File: config.mk
export PLATFORM = sky130hd
export DESIGN_NAME = fsr_status_two
export DESIGN_NICKNAME = d
export VERILOG_FILES = /design/src/include/fsr_pkg.sv /design/src/logic/fsr_lock_cell.sv /design/src/logic/fsr_status_two.sv
export SDC_FILE = /design/constraint.sdc
export NUM_CORES = 1
export LEC_CHECK = 0
export BUFFER_PORTS_ARGS = -buffer_cell sky130_fd_sc_hd__clkbuf_2
export CORE_ASPECT_RATIO = 1.1
export CORE_MARGIN = 5
export CORE_UTILIZATION = 30
export CTS_CLUSTER_SIZE = 24
export DETAILED_ROUTE_END_ITERATION = 10
export PLACE_DENSITY_LB_ADDON = 0.05
export SETUP_SLACK_MARGIN = 0.1
export SYNTH_ARGS = -nofsm -noshare
export SYNTH_HDL_FRONTEND = slang
export SYNTH_HIERARCHICAL = 1
export SYNTH_SLANG_ARGS = --single-unit
File: constraint.sdc
create_clock -name core_clk -period 4.33 [get_ports core_clk]
set_clock_uncertainty 0.05 [all_clocks]
set_input_delay 1.0825 -clock core_clk [delete_from_list [all_inputs] [get_ports core_clk]]
set_output_delay 1.0825 -clock core_clk [all_outputs]
set_load 0.005 [all_outputs]
File: src/include/fsr_pkg.sv
package fsr_pkg;
   // field positions inside status_two
   localparam int unsigned PAUSED_BIT = 7;
   localparam int unsigned INVERT_BIT = 6;
   localparam int unsigned LOCK_HI_BIT = 5;
   localparam int unsigned LOCK_LO_BIT = 3;
   localparam int unsigned QUAD_BIT = 1;
   localparam int unsigned GUARD_HI_BIT = 0;
   localparam int unsigned LOCK_COUNT = 3;
   // reset values
   localparam logic RST_PAUSED = 1'b0;
   localparam logic RST_INVERT = 1'b0;
   localparam logic RST_QUAD = 1'b0;
   localparam logic RST_GUARD_HI = 1'b0;
   localparam logic RST_LOCK = 1'b0;
   // command opcodes
   localparam logic [7:0] OP_SUSPEND = 8'h75;
   localparam logic [7:0] OP_RESUME = 8'h7a;
   localparam logic [7:0] OP_RESET_ENABLE = 8'h66;
   localparam logic [7:0] OP_RESET_DEVICE = 8'h99;
   localparam logic [7:0] OP_QUAD_OUT_READ = 8'h6b;
   localparam logic [7:0] OP_XIP_READ = 8'heb;
   localparam logic [7:0] OP_QUAD_PAGE_PROG = 8'h32;
   localparam logic [7:0] OP_BURST_WRAP = 8'h77;
   localparam logic [7:0] OP_QUAD_ID_READ = 8'h94;
   // security registers
   localparam logic [1:0] SEC_FACTORY_SEL = 2'h0;
   localparam logic [6:0] SEC_LAST_BYTE = 7'h7f;
endpackage : fsr_pkg

File: src/logic/fsr_lock_cell.sv
`timescale 1ns/1ps
module fsr_lock_cell (
   // clock and reset
   input wire logic core_clk,
   input wire logic resetn,
   // set request
   input wire logic set_pulse,
   // sticky state
   output logic locked
);
   typedef struct packed {
      logic locked;
   } fsr_cell_state_t;

   fsr_cell_state_t state_ff;
   fsr_cell_state_t nxt_state;

   // one-time lock: nothing but reset can clear it
   always_comb begin
      nxt_state = state_ff;
      if (set_pulse) begin
         nxt_state.locked = 1'b1;
      end
   end

   always_ff @(posedge core_clk or negedge resetn) begin
      if (!resetn) begin
         state_ff.locked <= fsr_pkg::RST_LOCK;
      end else begin
         state_ff <= nxt_state;
      end
   end

   assign locked = state_ff.locked;
endmodule : fsr_lock_cell

File: src/logic/fsr_status_two.sv
// Functional notes
// - suspend flag bit 7 set by 75h
// - resume, JEDEC reset, hold reset (quad off only) or 66h/99h clear suspend
// - bit 6 inverts protection map
// - lock flags bits 5:3, regs 3..1
// - last byte program sets lock flag
// - locked security register refuses programs
// - security register 0 always locked
// - bit 1 quad enable permits quad/xip
// - quad off: pins keep control functions
// - quad on: pins become data 2/3
// - quad enable gates five listed commands only
// - bit 0 upper guard selects protection
// - guards 0,1 with pin high: writable
// - guards 1,1 with perm lock: never
`timescale 1ns/1ps
module fsr_status_two (
   // clock and reset
   input wire logic core_clk,
   input wire logic resetn,
   // executed command from the sequencer
   input wire logic cmd_exec,
   input wire logic [7:0] cmd_code,
   // reset events
   input wire logic hold_reset_pulse,
   input wire logic jedec_reset_pulse,
   // status register write
   input wire logic sr_wr_strobe,
   input wire logic [7:0] sr_wr_data,
   input wire logic wel,
   input wire logic status_guard_lo,
   input wire logic status_perm_lock,
   input wire logic wp_n,
   output logic sr_wr_accept,
   // security register program
   input wire logic sec_prog_strobe,
   input wire logic [1:0] sec_prog_sel,
   input wire logic [6:0] sec_prog_addr,
   output logic sec_prog_ok,
   // quad mode and pin functions
   output logic quad_cmd_ok,
   output logic io2_data_mode,
   output logic io3_data_mode,
   output logic wp_func_en,
   output logic hold_reset_func_en,
   // array protection check
   input wire logic region_prot_raw,
   output logic region_protected,
   // register readback
   output logic [7:0] status_two
);
   typedef struct packed {
      logic paused_op_flag;
      logic invert_protection;
      logic quad_enable;
      logic status_guard_hi;
      logic reset_armed;
   } fsr_state_t;

   fsr_state_t state_ff;
   fsr_state_t nxt_state;
   logic [fsr_pkg::LOCK_COUNT-1:0] security_lock_bits;
   logic [fsr_pkg::LOCK_COUNT-1:0] lock_set;
   logic sw_reset;
   logic hw_reset;
   logic any_reset;
   logic wp_level;
   logic quad_cmd;
   logic sel_locked;

   // the hold/reset pin is a data line in quad mode, so its reset is dropped
   assign hw_reset = (hold_reset_pulse & ~state_ff.quad_enable) | jedec_reset_pulse;
   assign sw_reset = cmd_exec & (cmd_code == fsr_pkg::OP_RESET_DEVICE) & state_ff.reset_armed;
   assign any_reset = hw_reset | sw_reset;

   // a write-protect pin used as data is read as high
   assign wp_level = state_ff.quad_enable ? 1'b1 : wp_n;

   // guard_hi set covers both lockdown and the permanent case
   assign sr_wr_accept = sr_wr_strobe & wel & ~state_ff.status_guard_hi
      & ~(status_guard_lo & ~wp_level);

   assign quad_cmd = (cmd_code == fsr_pkg::OP_QUAD_OUT_READ) | (cmd_code == fsr_pkg::OP_XIP_READ)
      | (cmd_code == fsr_pkg::OP_QUAD_PAGE_PROG) | (cmd_code == fsr_pkg::OP_BURST_WRAP)
      | (cmd_code == fsr_pkg::OP_QUAD_ID_READ);
   assign quad_cmd_ok = quad_cmd ? state_ff.quad_enable : 1'b1;

   assign io2_data_mode = state_ff.quad_enable;
   assign io3_data_mode = state_ff.quad_enable;
   assign wp_func_en = ~state_ff.quad_enable;
   assign hold_reset_func_en = ~state_ff.quad_enable;

   assign region_protected = region_prot_raw ^ state_ff.invert_protection;

   // register 0 is factory content and has no lock flag
   always_comb begin
      sel_locked = 1'b1;
      if (sec_prog_sel != fsr_pkg::SEC_FACTORY_SEL) begin
         sel_locked = security_lock_bits[2'(sec_prog_sel - 2'h1)];
      end
   end
   assign sec_prog_ok = sec_prog_strobe & ~sel_locked;

   genvar gi;
   generate
      for (gi = 0; gi < fsr_pkg::LOCK_COUNT; gi++) begin : g_lock
         assign lock_set[gi] = sec_prog_ok & (sec_prog_sel == 2'(gi + 1))
            & (sec_prog_addr == fsr_pkg::SEC_LAST_BYTE);
         fsr_lock_cell u_lock (
            .core_clk(core_clk),
            .resetn(resetn),
            .set_pulse(lock_set[gi]),
            .locked(security_lock_bits[gi])
         );
      end
   endgenerate

   always_comb begin
      nxt_state = state_ff;
      if (cmd_exec) begin
         nxt_state.reset_armed = (cmd_code == fsr_pkg::OP_RESET_ENABLE);
      end
      if (sr_wr_accept) begin
         // read-only positions of the written byte are dropped
         nxt_state.invert_protection = sr_wr_data[fsr_pkg::INVERT_BIT];
         nxt_state.quad_enable = sr_wr_data[fsr_pkg::QUAD_BIT];
         nxt_state.status_guard_hi = sr_wr_data[fsr_pkg::GUARD_HI_BIT];
      end
      if (any_reset) begin
         nxt_state.paused_op_flag = 1'b0;
         // lockdown ends at reset; the permanent combination survives it
         if (!(status_guard_lo & status_perm_lock)) begin
            nxt_state.status_guard_hi = 1'b0;
         end
      end
      if (cmd_exec && cmd_code == fsr_pkg::OP_RESUME) begin
         nxt_state.paused_op_flag = 1'b0;
      end
      // set wins over any clear in the same cycle
      if (cmd_exec && cmd_code == fsr_pkg::OP_SUSPEND) begin
         nxt_state.paused_op_flag = 1'b1;
      end
   end

   always_ff @(posedge core_clk or negedge resetn) begin
      if (!resetn) begin
         state_ff.paused_op_flag <= fsr_pkg::RST_PAUSED;
         state_ff.invert_protection <= fsr_pkg::RST_INVERT;
         state_ff.quad_enable <= fsr_pkg::RST_QUAD;
         state_ff.status_guard_hi <= fsr_pkg::RST_GUARD_HI;
         state_ff.reset_armed <= 1'b0;
      end else begin
         state_ff <= nxt_state;
      end
   end

   always_comb begin
      status_two = 8'h00;
      status_two[fsr_pkg::PAUSED_BIT] = state_ff.paused_op_flag;
      status_two[fsr_pkg::INVERT_BIT] = state_ff.invert_protection;
      status_two[fsr_pkg::LOCK_HI_BIT:fsr_pkg::LOCK_LO_BIT] = security_lock_bits;
      status_two[fsr_pkg::QUAD_BIT] = state_ff.quad_enable;
      status_two[fsr_pkg::GUARD_HI_BIT] = state_ff.status_guard_hi;
   end
endmodule : fsr_status_two

======== Word level (Yosys, flattened, before mapping) ========
Cells that the tools add are included.
word-level totals
  memories ................................ 0
  register bits ........................... 8
  memory bits (read-only) ................. 0
  latch bits .............................. 0
  output and inout bits ................... 16
  input bits .............................. 37
  word-level logic and storage cells ...... 65
  bits in writable memories ............... 0
operators by class
  equality and inequality tests ........... 13
  divide/modulo/power cells ............... 0
  bitwise logic cells ..................... 27
  $add $sub $neg .......................... 1
  order comparisons ....................... 1
  $mul .................................... 0
  reduce and logical (&&, ||, !) cells .... 4
  muxes and demuxes ....................... 11
  shift operators ......................... 0
operator list
  cell                   count
  $eq A8 B7 Y1 const B   5
  $eq A8 B8 Y1 const B   3
  $and A1 B1 Y1          15
  $mux W1                10
  $eq A8 B6 Y1 const B   1
  $eq A7 B7 Y1 const B   1
  $or A1 B1 Y1           6
  $not A1 Y1             5
  $eq A2 B2 Y1 const B   2
  $lt A2 B3 Y1 const B   1
  $reduce_bool A3 Y1     1
  $bmux W1 S2            1
  $eq A2 B1 Y1 const B   1
  $logic_and A1 B1 Y1    2
  $reduce_bool A2 Y1     1
  $sub A2 B1 Y2 const B  1
  $xor A1 B1 Y1          1

======== Depth between registers and ports, before layout ========
  depth after elaboration ................. 8
  gate-level depth with buffers ........... 7
  gate-level depth less buffers ........... 7

======== Hierarchy ========
The synthesis kept the hierarchy.
by module, submodules not included
  module          sequential area each (um2)  cells each  instances  area an instance (um2)
  fsr_status_two  125.1                       64          1          535.5
  fsr_lock_cell   25.0                        2           3          31.3

======== Worst setup path before layout ========
OpenSTA, ideal clock, no wires.
  path kind ............................... input to output
  start ................................... in sec_prog_sel[0]
  end ..................................... out sec_prog_ok
  stages .................................. 5
  path buffers ............................ 0
  path slack .............................. 1313 ps
  arrival ................................. 1885 ps
  data required time ...................... 3198 ps
  cells stage by stage .................... inv_1 > ha_1 > mux2i_1 > a21oi_1 > nor3b_2
between the ends
  word-level cells in the longest chain between the ends .. 6
  elaborated cells between the ends (all ways) .. 7
  classes of those cells .................. add/sub (1); mux (3); bitwise (2); reduce/logical (1)
ends and longest elaborated chain
  item                           line                   RTL
  from (decl)                    fsr_status_two.sv:37   input wire logic [1:0] sec_prog_sel,
  $sub A2 B1 Y2                  fsr_status_two.sv:99   sel_locked = security_lock_bits[2'(sec_prog_sel - 2'h1)];
  $bmux W1 S2                    fsr_status_two.sv:99
  $mux W1 (not written as such)  fsr_status_two.sv:99
  $mux W1 (*)                    fsr_status_two.sv:98   if (sec_prog_sel != fsr_pkg::SEC_FACTORY_SEL) begin
  $not A1 Y1 (*)                 fsr_status_two.sv:102  assign sec_prog_ok = sec_prog_strobe & ~sel_locked;
  $and A1 B1 Y1 (*)              fsr_status_two.sv:102
  to (decl)                      fsr_status_two.sv:39   output logic sec_prog_ok,
Mark *: on every way between the ends. The rest lies on a longest branch, timed or not. The select of a mux whose other input is x is not followed.

======== Worst setup path in the final report ========
Ends and elaborated chain as after synthesis.

==> run metrics <==
Reg-to-Reg Start=status_two[0]; Die Y=58.0 um; WHS Path Cells=1; Syn Inst Count=70; setup slack, reg-to-reg=3.06 ns; CP bufs+invs=3; Reg power frac=42.1%; max cap viols=0; storage element area=200 um^2; via count=652; Hold Buf Count CTS=0; EDFF count, synth=0; setup_tns=0 ns; clock root cell=clkbuf_4; layout cell share with drive strength beyond 1=46.4%; CP Capture Type=primary output; Sw Share=29.3%; Synth Area in Compound Gates=14.9%; Combinational Power Share=29.1%; largest family of logic cells by synthesized area=simple AND/OR/NAND/NOR gates; first-pass GRT wire length=2.48 mm; CP top delay family=buffers and inverters; WS Path Type=in -> out; I/O pin cnt=53; max incr delay on CP=0.32 ns; Routed Antenna Nets=0; Clk pin slew, worst setup/hold paths=0.06 ns; internal power=0.142 mW; HP Start=g_lock[0].u_lock/locked; final WL=1.56 mm; Sink Count=8; most frequent cells in the layout=46 x clkbuf_2, 8 x dfrtp_1, 5 x a21oi_1; H-tree Lvls=1; outcome=complete, no violations; initial antenna violation count=0; Cell Rows=17; min cycle time layout=3.38 ns; Sw Pwr=0.0588 mW; final hold viol count=0; CP startpoint kind=primary input; Final HPWL DP=1.39 mm; simple-gate share of the synthesized area=29.2%; sequential fraction of the synthesis area=31.8%; RSZ-0062 raised after global routing=no; Synth Area in XOR/XNOR=1.39%; r2r endpoint=status_two[6]; placed cell area=842 um^2; VDD IR max=0.0000892 V; # fillers=231; die footprint=3110 um^2; DRC=0; IO buf count=46; Yosys Warn Count=6; pin count of the biggest net entering global routing=9; GRT Total Usage=10.8%; Design Area, Final=865 um^2; CTS tree=done; Pwr Density=233 nW/um^2; nets=155; grt total ovfl=0; footprint of the multi-input gates=362 um^2; Avg Inst Size Synth=8.99 um^2; path depth of the worst reg2reg path=3; Clk Latency, worst-skew pair=0.25 ns; n_diodes=0; core area=2000 um^2; final weighted congestion in routability-driven placement=0.743; synthesized cell area=629 um^2; Synth async-reset ratio=100%; Starting Density=31.5%; clock network fraction of total power=28.8%; hold crit path type=reg -> reg; CP Cell Sequence=clkbuf_2 -> inv_1 -> ha_1 -> mux2i_1 -> a21oi_1 -> nor3b_2 -> clkbuf_2; clk buf depth=2; setup repair bufs after CTS=0; share of synthesized area spent on multiplexers=3.38%; Final Cycle Share=78.1%; flops & latches, synth=8; die width=53.7 um; CTS buffer count=3; Top FF cell, synth=dfrtp_1; worst path required time=3.20 ns; Slew Viols, Final=0; CP max stage cell=ha_1; CP dominant cell by count=clkbuf_2; vias per inst=4.66; number of global-route vias before repair=625; crit path DAT=2.25 ns; post-cts repair resize count=0; syn_nets=111; Distinct cells, synth=30; area delta synth->final=37.4%; WL per Instance=11.1 um; most common cell after layout, fill and taps aside=clkbuf_2; Critical Path Fanout Max=5; drt initial violations=4; 1st-pass router iterations=4; adder-cell share of the synthesized area=7.95%; Final Setup Violations=0; Peak Freq=0.296 GHz; Leak=0.467 nW; worst hold endpoint=g_lock[0].u_lock/locked
per-layer routing:
layer  GRT usage (%)  wire [um]
met5               0          0
met4            8.76         27
met3            1.29        175
met2            16.8        684
met1            13.0        672
Yosys cell counts (2+ instances only):
master    instances  area share (%)
nand3_1           2             1.6
inv_1             4             2.4
and3_1            3             3.0
buf_4             7             8.3
or2_1             4             4.0
nor2_1            4             2.4
a31oi_1           2             2.0
ha_1              4             8.0
a21oi_1           5             4.0
nand4_1           4             4.0
o22ai_1           2             2.0
nand3b_1          2             2.4
dfrtp_1           8              32
nand2_1           3             1.8
through the flow:
| step | cells | total power, mW | setup slack, ns | hold WS (ns) | util [%] |
|---|---|---|---|---|---|
| floorplan | 70 | 0.118 | 1.31 | 0.427 | - |
| finish | 140 | 0.201 | 0.946 | 0.449 | 43.2 |
| global placement | 137 | 0.145 | 0.939 | 0.436 | 42.1 |
| global route | 140 | 0.215 | 0.848 | 0.485 | 43.2 |
| detailed placement | 137 | 0.146 | 0.941 | 0.430 | 42.1 |
| CTS | 140 | 0.205 | 0.939 | 0.448 | 43.2 |
worst register-to-register path: cells and delay by family, from the launching register on:
| kind | cells | cell delay (ns) |
|---|---|---|
| flip-flops | 1 | 0.38 |
| multiplexers | 1 | 0.34 |
| AO/OA/AOI/OAI | 1 | 0.20 |
| AND/OR/NAND/NOR | 1 | 0.19 |
kinds of logic (layout without fill, tap and decap cells):
| kind of cell | Yosys count | in the layout |
|---|---|---|
| and+or+nand+nor | 29 | 29 |
| AOI/OAI and AO/OA | 14 | 14 |
| buffers and inverters | 11 | 53 |
| DFF | 8 | 8 |
| adders and majority gates | 4 | 4 |
| muxes | 2 | 2 |
| other | 1 | 1 |
| xor gates and xnor gates | 1 | 1 |
power by group through the flow:
stage,clock [mW],combinational (mW),sequential (mW)
5_1_grt,0.0628,0.0665,0.0857
3_5_place_dp,0,0.0598,0.0861
4_1_cts,0.0605,0.0600,0.0849
6_report,0.0579,0.0585,0.0846
2_1_floorplan,0,0.0325,0.0857
3_3_place_gp,0,0.0590,0.0859
sequential cells by signal, summed over array words and instances, names as in the netlist:
name and flops:
state_ff 1, status_two 3, io2_data_mode 1, g_lock.u_lock/locked 3
area by class of cell:
class                   instances  share of cell area (%)
clock buffers                   3                    2.60
well taps                      28                    4.05
multi-input cells              51                    41.8
repair buffers                 46                    26.6
flip-flops and latches          8                    23.2
inverters                       4                    1.74
worst max path at each step:
stage,start,end,slack [ns],cells after the start
2_1_floorplan,sec_prog_sel[0],sec_prog_ok,1.31,5
3_3_place_gp,sec_prog_sel[0],sec_prog_ok,0.94,7
3_5_place_dp,sec_prog_sel[0],sec_prog_ok,0.94,7
4_1_cts,sec_prog_sel[0],sec_prog_ok,0.94,7
5_1_grt,sec_prog_sel[0],sec_prog_ok,0.85,7
6_report,sec_prog_sel[0],sec_prog_ok,0.95,7
Note: power is estimated with default switching activity, not from simulation.
